===== config.mk =====
export PLATFORM = sky130hd
export DESIGN_NAME = usd_decoder
export DESIGN_NICKNAME = d
export VERILOG_FILES = /design/src/hdl/usd_pkg.sv /design/src/hdl/usd_decoder.sv
export VERILOG_INCLUDE_DIRS = /design/src /design/src/hdl
export SDC_FILE = /design/constraint.sdc
export NUM_CORES = 1
export LEC_CHECK = 0
export BUFFER_PORTS_ARGS = -buffer_cell sky130_fd_sc_hd__clkbuf_2
export CORE_MARGIN = 3
export CORE_UTILIZATION = 46
export DETAILED_ROUTE_END_ITERATION = 10
export HOLD_SLACK_MARGIN = 0.15
export PLACE_DENSITY = 0.77
export SETUP_SLACK_MARGIN = 0.02
export SYNTH_ARGS = -nofsm -noshare
export SYNTH_HDL_FRONTEND = slang
export SYNTH_SLANG_ARGS = --single-unit

===== constraint.sdc =====
create_clock -name clk_i -period 3.4 [get_ports clk_i]
set_clock_uncertainty 0.15 [all_clocks]
set_input_delay 0.51 -clock clk_i [delete_from_list [all_inputs] [get_ports clk_i]]
set_output_delay 0.51 -clock clk_i [all_outputs]
set_load 0.02 [all_outputs]

===== src/hdl/usd_defs.svh =====
`ifndef USD_DEFS_SVH
`define USD_DEFS_SVH

// Register byte offsets
`define USD_REG_CTRL    8'h00
`define USD_REG_STAT    8'h04
`define USD_REG_VPN     8'h08
`define USD_REG_OFFS    8'h0c

// Control register reset value and width
`define USD_CTRL_W      16
`define USD_CTRL_RST    16'h0000

// Privilege level field encodings
`define USD_PRIV_KERN   2'h0
`define USD_PRIV_SUP    2'h1
`define USD_PRIV_USER   2'h2

// Address bit positions
`define USD_A32_MSB     31
`define USD_A32_TOP3_LO 29
`define USD_ASEG_SUP32  3'h6
`define USD_XUSEG_LO    40
`define USD_REGION_HI   63
`define USD_REGION_LO   62
`define USD_REGION_XU   2'h0
`define USD_REGION_XS   2'h1
`define USD_REGION_CS   2'h3
`define USD_OFF4K_W     12
`define USD_OFF16M_W    24

`endif


===== src/hdl/usd_pkg.sv =====
package usd_pkg;

   typedef enum logic [1:0] {
      USD_MODE_KERN = 2'h0,
      USD_MODE_SUP  = 2'h1,
      USD_MODE_USER = 2'h3,
      USD_MODE_RSVD = 2'h2
   } usd_mode_t;

   typedef enum logic [2:0] {
      USD_SEG_NONE   = 3'h0,
      USD_SEG_USEG   = 3'h1,
      USD_SEG_XUSEG  = 3'h3,
      USD_SEG_SUSEG  = 3'h2,
      USD_SEG_SSEG   = 3'h6,
      USD_SEG_XSUSEG = 3'h7,
      USD_SEG_XSSEG  = 3'h5,
      USD_SEG_CSSEG  = 3'h4
   } usd_seg_t;

   typedef struct packed {
      logic [7:0] addr_space_tag;
      logic       page_16m;
      logic       kernel_wide_addr_enable;
      logic       supervisor_wide_addr_enable;
      logic       user_wide_addr_enable;
      logic       error_level_flag;
      logic       exception_level_flag;
      logic [1:0] privilege_level_field;
   } usd_ctrl_t;

   typedef struct packed {
      usd_mode_t   mode;
      usd_seg_t    seg;
      logic        wide;
      logic        addr_err;
      logic        mapped;
      logic [27:0] virtual_page_index;
      logic [23:0] offset;
      logic [7:0]  addr_space_tag;
   } usd_res_t;

endpackage : usd_pkg


===== src/hdl/usd_decoder.sv =====
// Decided for this implementation: the Wishbone slave port and the register addresses.
`timescale 1ns/100ps
`include "usd_defs.svh"
// Behaviour
// [RL1] 32-bit 4K: 12-bit offset, 20-bit index
// [RL2] 32-bit 16M: 24-bit offset, 8-bit index
// [RL3] 64-bit 4K: 28-bit index
// [RL4] 64-bit 16M: 16-bit index
// [RL5] User mode: level 10, flags clear
// [RL6] User wide enable picks segment, handler
// [RL7] 32-bit User: bit 31 set errors
// [RL8] 64-bit User: bits 63:40 nonzero error
// [RL9] User segment always translated through TLB
// [RL10] 32-bit addresses must be sign-extended
// [RL11] Supervisor mode: level 01, flags clear
// [RL12] Supervisor wide enable picks segment, handler
// [RL13] 32-bit Supervisor: bit 31 clear, user segment
// [RL14] 32-bit Supervisor: top bits 110 segment
// [RL15] 64-bit Supervisor: region 00 user segment
// [RL16] 64-bit Supervisor: region 01 current segment
// [RL17] 64-bit Supervisor: region 11 separate segment
// [RL18] Mapped segments carry the space tag
// [RL19] Undecoded supervisor address raises error
// [RL20] Kernel mode overrides user and supervisor
// [RL21] Hit: index match, global or tag match
module usd_decoder #(
   parameter int VA_W  = 64,
   parameter int VPN_W = 28
) (
   // Clock and reset
   input  wire logic             clk_i,
   input  wire logic             rst_i,
   // Wishbone slave
   input  wire logic             cyc_i,
   input  wire logic             stb_i,
   input  wire logic             we_i,
   input  wire logic [7:0]       adr_i,
   input  wire logic [3:0]       sel_i,
   input  wire logic [31:0]      dat_i,
   output logic      [31:0]      dat_o,
   output logic                  ack_o,
   output logic                  err_o,
   // Reference from address generation
   input  wire logic             req_valid_i,
   input  wire logic [VA_W-1:0]  req_addr_i,
   // Candidate TLB entry
   input  wire logic [VPN_W-1:0] entry_vpn_i,
   input  wire logic [7:0]       entry_tag_i,
   input  wire logic             entry_global_i,
   // Decode result
   output logic                  res_valid_o,
   output usd_pkg::usd_res_t     res_o,
   output logic                  tlb_hit_o,
   output logic                  tlb_miss_o,
   output logic                  wide_refill_handler_o
);

   usd_pkg::usd_ctrl_t ctrl;
   usd_pkg::usd_ctrl_t next_ctrl;
   logic               next_ack;
   logic               next_err;
   logic [31:0]        next_dat;
   usd_pkg::usd_res_t  next_res;
   logic               next_valid;
   logic               next_hit;
   logic               next_miss;
   logic               next_wref;

   // Register bus
   logic wb_req;
   logic wb_ctrl;
   logic wb_stat;
   logic wb_vpn;
   logic wb_offs;

   always_comb
   begin
      wb_req  = cyc_i && stb_i && !ack_o && !err_o;
      wb_ctrl = 1'b0;
      wb_stat = 1'b0;
      wb_vpn  = 1'b0;
      wb_offs = 1'b0;
      if (adr_i == `USD_REG_CTRL)
         wb_ctrl = 1'b1;
      else if (adr_i == `USD_REG_STAT)
         wb_stat = 1'b1;
      else if (adr_i == `USD_REG_VPN)
         wb_vpn = 1'b1;
      else if (adr_i == `USD_REG_OFFS)
         wb_offs = 1'b1;
   end

   always_comb
   begin
      next_ctrl = ctrl;
      next_dat  = dat_o;
      next_ack  = 1'b0;
      next_err  = 1'b0;
      if (wb_req)
      begin
         next_ack = wb_ctrl || wb_stat || wb_vpn || wb_offs;
         next_err = !next_ack;
         next_dat = 32'h0;
         if (wb_ctrl && we_i)
         begin
            if (sel_i[0])
               next_ctrl[7:0] = dat_i[7:0];
            if (sel_i[1])
               next_ctrl[15:8] = dat_i[15:8];
         end
         if (wb_ctrl)
            next_dat = {16'h0, ctrl};
         else if (wb_stat)
            next_dat = {22'h0, res_valid_o, tlb_hit_o, res_o.mapped,
                        res_o.addr_err, res_o.wide, res_o.seg, res_o.mode};
         else if (wb_vpn)
            next_dat = {4'h0, res_o.virtual_page_index};
         else if (wb_offs)
            next_dat = {res_o.addr_space_tag, res_o.offset};
      end
   end

   always_ff @(posedge clk_i)
   begin
      if (rst_i)
      begin
         ctrl  <= usd_pkg::usd_ctrl_t'(`USD_CTRL_RST);
         dat_o <= 32'h0;
         ack_o <= 1'b0;
         err_o <= 1'b0;
      end
      else
      begin
         ctrl  <= next_ctrl;
         dat_o <= next_dat;
         ack_o <= next_ack;
         err_o <= next_err;
      end
   end

   // Address decode
   logic       kern;
   logic       sext_ok;
   logic [1:0] region;
   logic       upper_zero;
   logic       upper_ones;

   always_comb
   begin
      next_res   = '0;
      next_valid = req_valid_i;
      kern       = (ctrl.privilege_level_field == `USD_PRIV_KERN) ||
                   ctrl.exception_level_flag || ctrl.error_level_flag;
      // Any bit above 31 differing from bit 31 breaks sign extension
      sext_ok    = req_addr_i[VA_W-1:`USD_A32_MSB+1] ==
                   {(VA_W-`USD_A32_MSB-1){req_addr_i[`USD_A32_MSB]}};
      region     = req_addr_i[`USD_REGION_HI:`USD_REGION_LO];
      upper_zero = req_addr_i[`USD_REGION_LO-1:`USD_XUSEG_LO] == '0;
      upper_ones = &req_addr_i[`USD_REGION_LO-1:`USD_A32_MSB+1];
      next_res.seg = usd_pkg::USD_SEG_NONE;
      if (kern)
      begin
         // Kernel segments are decoded elsewhere
         next_res.mode = usd_pkg::USD_MODE_KERN; // RL20
         next_res.wide = ctrl.kernel_wide_addr_enable;
      end
      else if (ctrl.privilege_level_field == `USD_PRIV_USER)
      begin
         next_res.mode = usd_pkg::USD_MODE_USER; // RL5
         next_res.wide = ctrl.user_wide_addr_enable; // RL6
         if (!next_res.wide)
         begin
            next_res.seg      = usd_pkg::USD_SEG_USEG;
            next_res.addr_err = !sext_ok || req_addr_i[`USD_A32_MSB]; // RL7 RL10
         end
         else
         begin
            next_res.seg      = usd_pkg::USD_SEG_XUSEG;
            next_res.addr_err = req_addr_i[VA_W-1:`USD_XUSEG_LO] != '0; // RL8
         end
      end
      else if (ctrl.privilege_level_field == `USD_PRIV_SUP)
      begin
         next_res.mode = usd_pkg::USD_MODE_SUP; // RL11
         next_res.wide = ctrl.supervisor_wide_addr_enable; // RL12
         if (!next_res.wide)
         begin
            if (!sext_ok)
               next_res.seg = usd_pkg::USD_SEG_NONE; // RL10
            else if (!req_addr_i[`USD_A32_MSB])
               next_res.seg = usd_pkg::USD_SEG_SUSEG; // RL13
            else if (req_addr_i[`USD_A32_MSB:`USD_A32_TOP3_LO] == `USD_ASEG_SUP32)
               next_res.seg = usd_pkg::USD_SEG_SSEG; // RL14
         end
         else
         begin
            if (region == `USD_REGION_XU && upper_zero)
               next_res.seg = usd_pkg::USD_SEG_XSUSEG; // RL15
            else if (region == `USD_REGION_XS && upper_zero)
               next_res.seg = usd_pkg::USD_SEG_XSSEG; // RL16
            else if (region == `USD_REGION_CS && upper_ones &&
                     req_addr_i[`USD_A32_MSB:`USD_A32_TOP3_LO] == `USD_ASEG_SUP32)
               next_res.seg = usd_pkg::USD_SEG_CSSEG; // RL17
         end
         next_res.addr_err = next_res.seg == usd_pkg::USD_SEG_NONE; // RL19
      end
      else
      begin
         // Reserved level has no segments; refuse every reference
         next_res.mode     = usd_pkg::USD_MODE_RSVD;
         next_res.addr_err = 1'b1;
      end
      // User and supervisor segments are all mapped
      next_res.mapped = !next_res.addr_err &&
                        next_res.seg != usd_pkg::USD_SEG_NONE; // RL9
      if (next_res.wide)
      begin
         if (ctrl.page_16m)
            next_res.virtual_page_index =
               {12'h0, req_addr_i[`USD_XUSEG_LO-1:`USD_OFF16M_W]}; // RL4
         else
            next_res.virtual_page_index =
               req_addr_i[`USD_XUSEG_LO-1:`USD_OFF4K_W]; // RL3
      end
      else
      begin
         if (ctrl.page_16m)
            next_res.virtual_page_index =
               {20'h0, req_addr_i[`USD_A32_MSB:`USD_OFF16M_W]}; // RL2
         else
            next_res.virtual_page_index =
               {8'h0, req_addr_i[`USD_A32_MSB:`USD_OFF4K_W]}; // RL1
      end
      if (ctrl.page_16m)
         next_res.offset = req_addr_i[`USD_OFF16M_W-1:0]; // RL2
      else
         next_res.offset = {12'h0, req_addr_i[`USD_OFF4K_W-1:0]}; // RL1
      if (next_res.mapped)
         next_res.addr_space_tag = ctrl.addr_space_tag; // RL18
      next_hit  = req_valid_i && next_res.mapped &&
                  entry_vpn_i == next_res.virtual_page_index &&
                  (entry_global_i || entry_tag_i == next_res.addr_space_tag); // RL21
      next_miss = req_valid_i && next_res.mapped && !next_hit;
      next_wref = next_miss && next_res.wide; // RL6 RL12
   end

   always_ff @(posedge clk_i)
   begin
      if (rst_i)
      begin
         res_valid_o           <= 1'b0;
         res_o                 <= '0;
         tlb_hit_o             <= 1'b0;
         tlb_miss_o            <= 1'b0;
         wide_refill_handler_o <= 1'b0;
      end
      else
      begin
         res_valid_o           <= next_valid;
         res_o                 <= next_res;
         tlb_hit_o             <= next_hit;
         tlb_miss_o            <= next_miss;
         wide_refill_handler_o <= next_wref;
      end
   end

   // Checks
   logic is_user;
   logic is_sup;

   assign is_user = ctrl.privilege_level_field == `USD_PRIV_USER &&
                    !ctrl.exception_level_flag && !ctrl.error_level_flag;
   assign is_sup  = ctrl.privilege_level_field == `USD_PRIV_SUP &&
                    !ctrl.exception_level_flag && !ctrl.error_level_flag;
endmodule : usd_decoder


==> impl_summary.log <==
INFO  metric vdd_drop_max = 380 uV
INFO  metric synthesis.area = 5340 sq um
INFO  metric mean_cell_area_of_the_mapped_netlist = 9.37 sq um
INFO  metric regToRegSetupSlack = 0.21 ns
INFO  metric dpl.hpwl = 14600 um
INFO  metric numClockSinks = about 120
INFO  metric hold_viol = 0
INFO  metric total_leakage_power = 0.00325 uW
INFO  metric postSynthRegisterBits = 122
INFO  metric timing.critical_path.required = around 3.6 ns
INFO  metric finalCritPeriodShare = 0.939
INFO  metric hold_path_depth = 2
INFO  metric placeableCoreArea = 11100 sq um
INFO  metric cts.reportedPaths.clkPinSlew = around 0.06 ns
INFO  metric port_buffers = 238
INFO  metric tritoncts_buffers = 17
INFO  metric multi_input_comb_area = 2660 sq um
INFO  metric grt_pass1_wl = 29000 um
INFO  metric pwr_density_cell = 503 nW/um^2
INFO  metric routed_wirelength = 18700 um
INFO  metric r2r_start = ctrl[0]
INFO  metric drt_pre_antenna_iters = 8
INFO  metric io_pins = 257
INFO  metric synth-edff-count = 0
INFO  metric syn-instance-count = 570
INFO  metric syn_to_final_growth = 36.1%
INFO  metric antenna_violations_before_repair = 0
INFO  metric drt-wirelength-per-cell = 19.5 um
INFO  metric finalNonFillerCells = about 960
INFO  metric critical_path.startpoint = ctrl[0]
INFO  metric cts.hold.buffers_added = 0
INFO  metric die_w = 114 um
INFO  metric floorplan.initialDensity = 0.482
INFO  metric clock_tree.root_cell = clkbuf_16
INFO  metric ys_types = 60
INFO  metric post-route-worst-setup-slack = 0.206 ns
INFO  metric grt_start_max_net_pins = 36
INFO  metric final.hold.worst_slack = 0.164 ns
INFO  metric detailroute.via_count = 5468
INFO  metric yosys.area.top_type_share = 0.457
INFO  metric crit_reg_reg_endpoint = tlb_hit_o
INFO  metric timing.final.crit_period = 3.19 ns
INFO  metric detailedRoute.firstIterationViolations = 584
INFO  metric n_antenna_cell = 0
INFO  metric fillers = 938
INFO  metric drtAntennaViolNets = 0
INFO  metric max_cap_viol_count = 0
INFO  metric critPathCaptureType = flip-flop
INFO  metric report.final.setup_viol = 0
INFO  metric slew_headroom = 0.499
INFO  metric via_count_of_the_first_global_routing_pass = 5463
INFO  metric floorplan.die.height = 114 um
INFO  metric ctsHtreeMaxLevel = 4
INFO  metric post-synth-top-count-cell = dfxtp_1
INFO  metric placementRows = 38
INFO  metric crit_path_start_kind = flip-flop
INFO  metric synth.yosys.warnings = 0
INFO  metric top_ff_cell_synth = dfxtp_1
INFO  metric clk_path_buf_depth = 2
INFO  metric gp_congestion = 0.908
INFO  metric fraction_of_layout_instances_using_a_drive_strength_above_1 = 0.368
INFO  metric final-max-slew-violation-count = 0
INFO  metric post_cts_setup_buffer_count = 0
INFO  metric seqCellArea = approximately 2400 sq um
INFO  metric worstHoldEndpoint = res_o[10]
INFO  metric setup_slack_at_placement = 0.276 ns
INFO  metric detail_route.vias_per_cell = 5.70
INFO  metric synth.largest_area_cell = dfxtp_1
INFO  metric cts-resized-gates = 0
INFO  metric finalNetCount = 961
INFO  metric transition_at_the_pin_with_the_smallest_max_transition_slack = 0.732 ns
INFO  metric insertion_delay = 0.41 ns
INFO  metric reg2reg_depth = 10
INFO  metric global_route.usage.total = 0.288
INFO  metric postSynthNetCount = 725
INFO  metric worstHoldStart = req_addr_i[2]
INFO  metric hp-class = input port to flip-flop
INFO  metric drc = 0
INFO  metric ys_seq_area_frac = 0.457
INFO  metric floorplan.die_area = between 10000 and 15000 sq um
INFO  metric worstPathMaxFanout = 10
INFO  metric post-place-cells = 927
INFO  metric setup_tns = 0 ns
INFO  metric worst_setup_path_class = flip-flop to flip-flop
INFO  metric critPathArrivalTime = 3.39 ns
INFO  metric synthTopCellsByArea = dfxtp_1 (46%), nor2_1 (4.3%), mux4_2 (4.2%)
INFO  metric grt_setup_unrepaired = no
INFO  metric synth-async-reset-ratio = 0
INFO  metric synthTopCellsByCount = dfxtp_1 (122), nor2_1 (61), nand2_1 (46), nor2b_1 (28), and2_1 (24)
INFO  metric grt-ovfl-total = 0
INFO  metric fmax = between 300 and 400 MHz
INFO  metric status = complete, no violations
INFO  metric tritoncts = done
kinds of logic (layout without fill, tap and decap cells):
group                      count (synthesis)  count (layout)  share of synthesized area
AOI/OAI and AO/OA                        109             109                      0.162
buffers and inverters                     56             305                     0.0450
and+or+nand+nor                          239             239                      0.232
adders and majority gates                  4               4                    0.00937
xor gates and xnor gates                  17              17                     0.0279
muxes                                     23              23                     0.0665
DFF                                      122             122                      0.457
layout by cell type (no fill, tap or decap), drive strengths merged, types with 4 or more instances in the layout:
| cell type | count |
|---|---|
| xor2 | 4 |
| nand2 | 46 |
| mux2i | 13 |
| a221oi | 4 |
| ha | 4 |
| o21ai | 10 |
| a41o | 4 |
| dfxtp | 122 |
| inv | 25 |
| nand4 | 13 |
| o22ai | 8 |
| clkbuf | 255 |
| nor3 | 15 |
| bufinv | 4 |
| a22oi | 19 |
| a41oi | 5 |
| a21oi | 23 |
| and3 | 11 |
| nor2 | 62 |
| buf | 13 |
| nor4 | 11 |
| xnor2 | 13 |
| mux4 | 10 |
| a222oi | 14 |
| nor2b | 28 |
| and2 | 24 |
| clkinv | 5 |
| nand3 | 12 |
layout make-up:
type | count | area share
clock buffers | 18 | 0.0590
clock inverters | 14 | 0.0270
inverters | 23 | 0.0119
multi-input cells | 392 | 0.366
flip-flops and latches | 122 | 0.336
well taps | 140 | 0.0241
repair buffers | 250 | 0.176
metrics by stage:
step,area (sq um),utilization,power [uW]
3_3_place_gp,6640,0.600,1790
5_1_grt,7270,0.656,3760
3_5_place_dp,6640,0.600,1800
2_1_floorplan,5340,-,1630
4_1_cts,7270,0.656,3660
6_report,7270,0.656,3660
worst max-delay path, cell delays in order (launching register included):
cell and delay [ns]:
dfxtp_1 0.43, inv_1 0.11, ha_1 0.27, nand2b_1 0.23, o211ai_4 0.38, a41oi_2 0.21, xnor2_1 0.16, nor4_1 0.41
o2111ai_1 0.23, a2111oi_4 0.34, and3_1 0.21
flip-flops by register name, summed over array words and instances, names as in the netlist:
name,flops
err_o,1
res_o,68
ctrl,16
tlb_miss_o,1
dat_o,32
wide_refill_handler_o,1
res_valid_o,1
tlb_hit_o,1
ack_o,1
routing by layer:
layer / track usage / vias up / wire [um]
met5: 0 / - / 0
met4: 0.105 / 0 / 527
met3: 0.0684 / 40 / 1810
met2: 0.477 / 380 / 8830
met1: 0.367 / 2505 / 7550
li1: - / 2543 / -
report_power, final:
group | internal (uW) | total [uW] | switching [uW]
clock network | 1230 | 1890 | 659
logic | 126 | 301 | 174
registers | 1450 | 1470 | 17.0
worst max path at each step:
stage	end	depth (start not counted)
2_1_floorplan	tlb_hit_o	12
3_3_place_gp	tlb_hit_o	10
3_5_place_dp	tlb_hit_o	10
4_1_cts	tlb_hit_o	10
5_1_grt	tlb_hit_o	10
6_report	tlb_hit_o	10
Power figures use the tool's default switching activity.
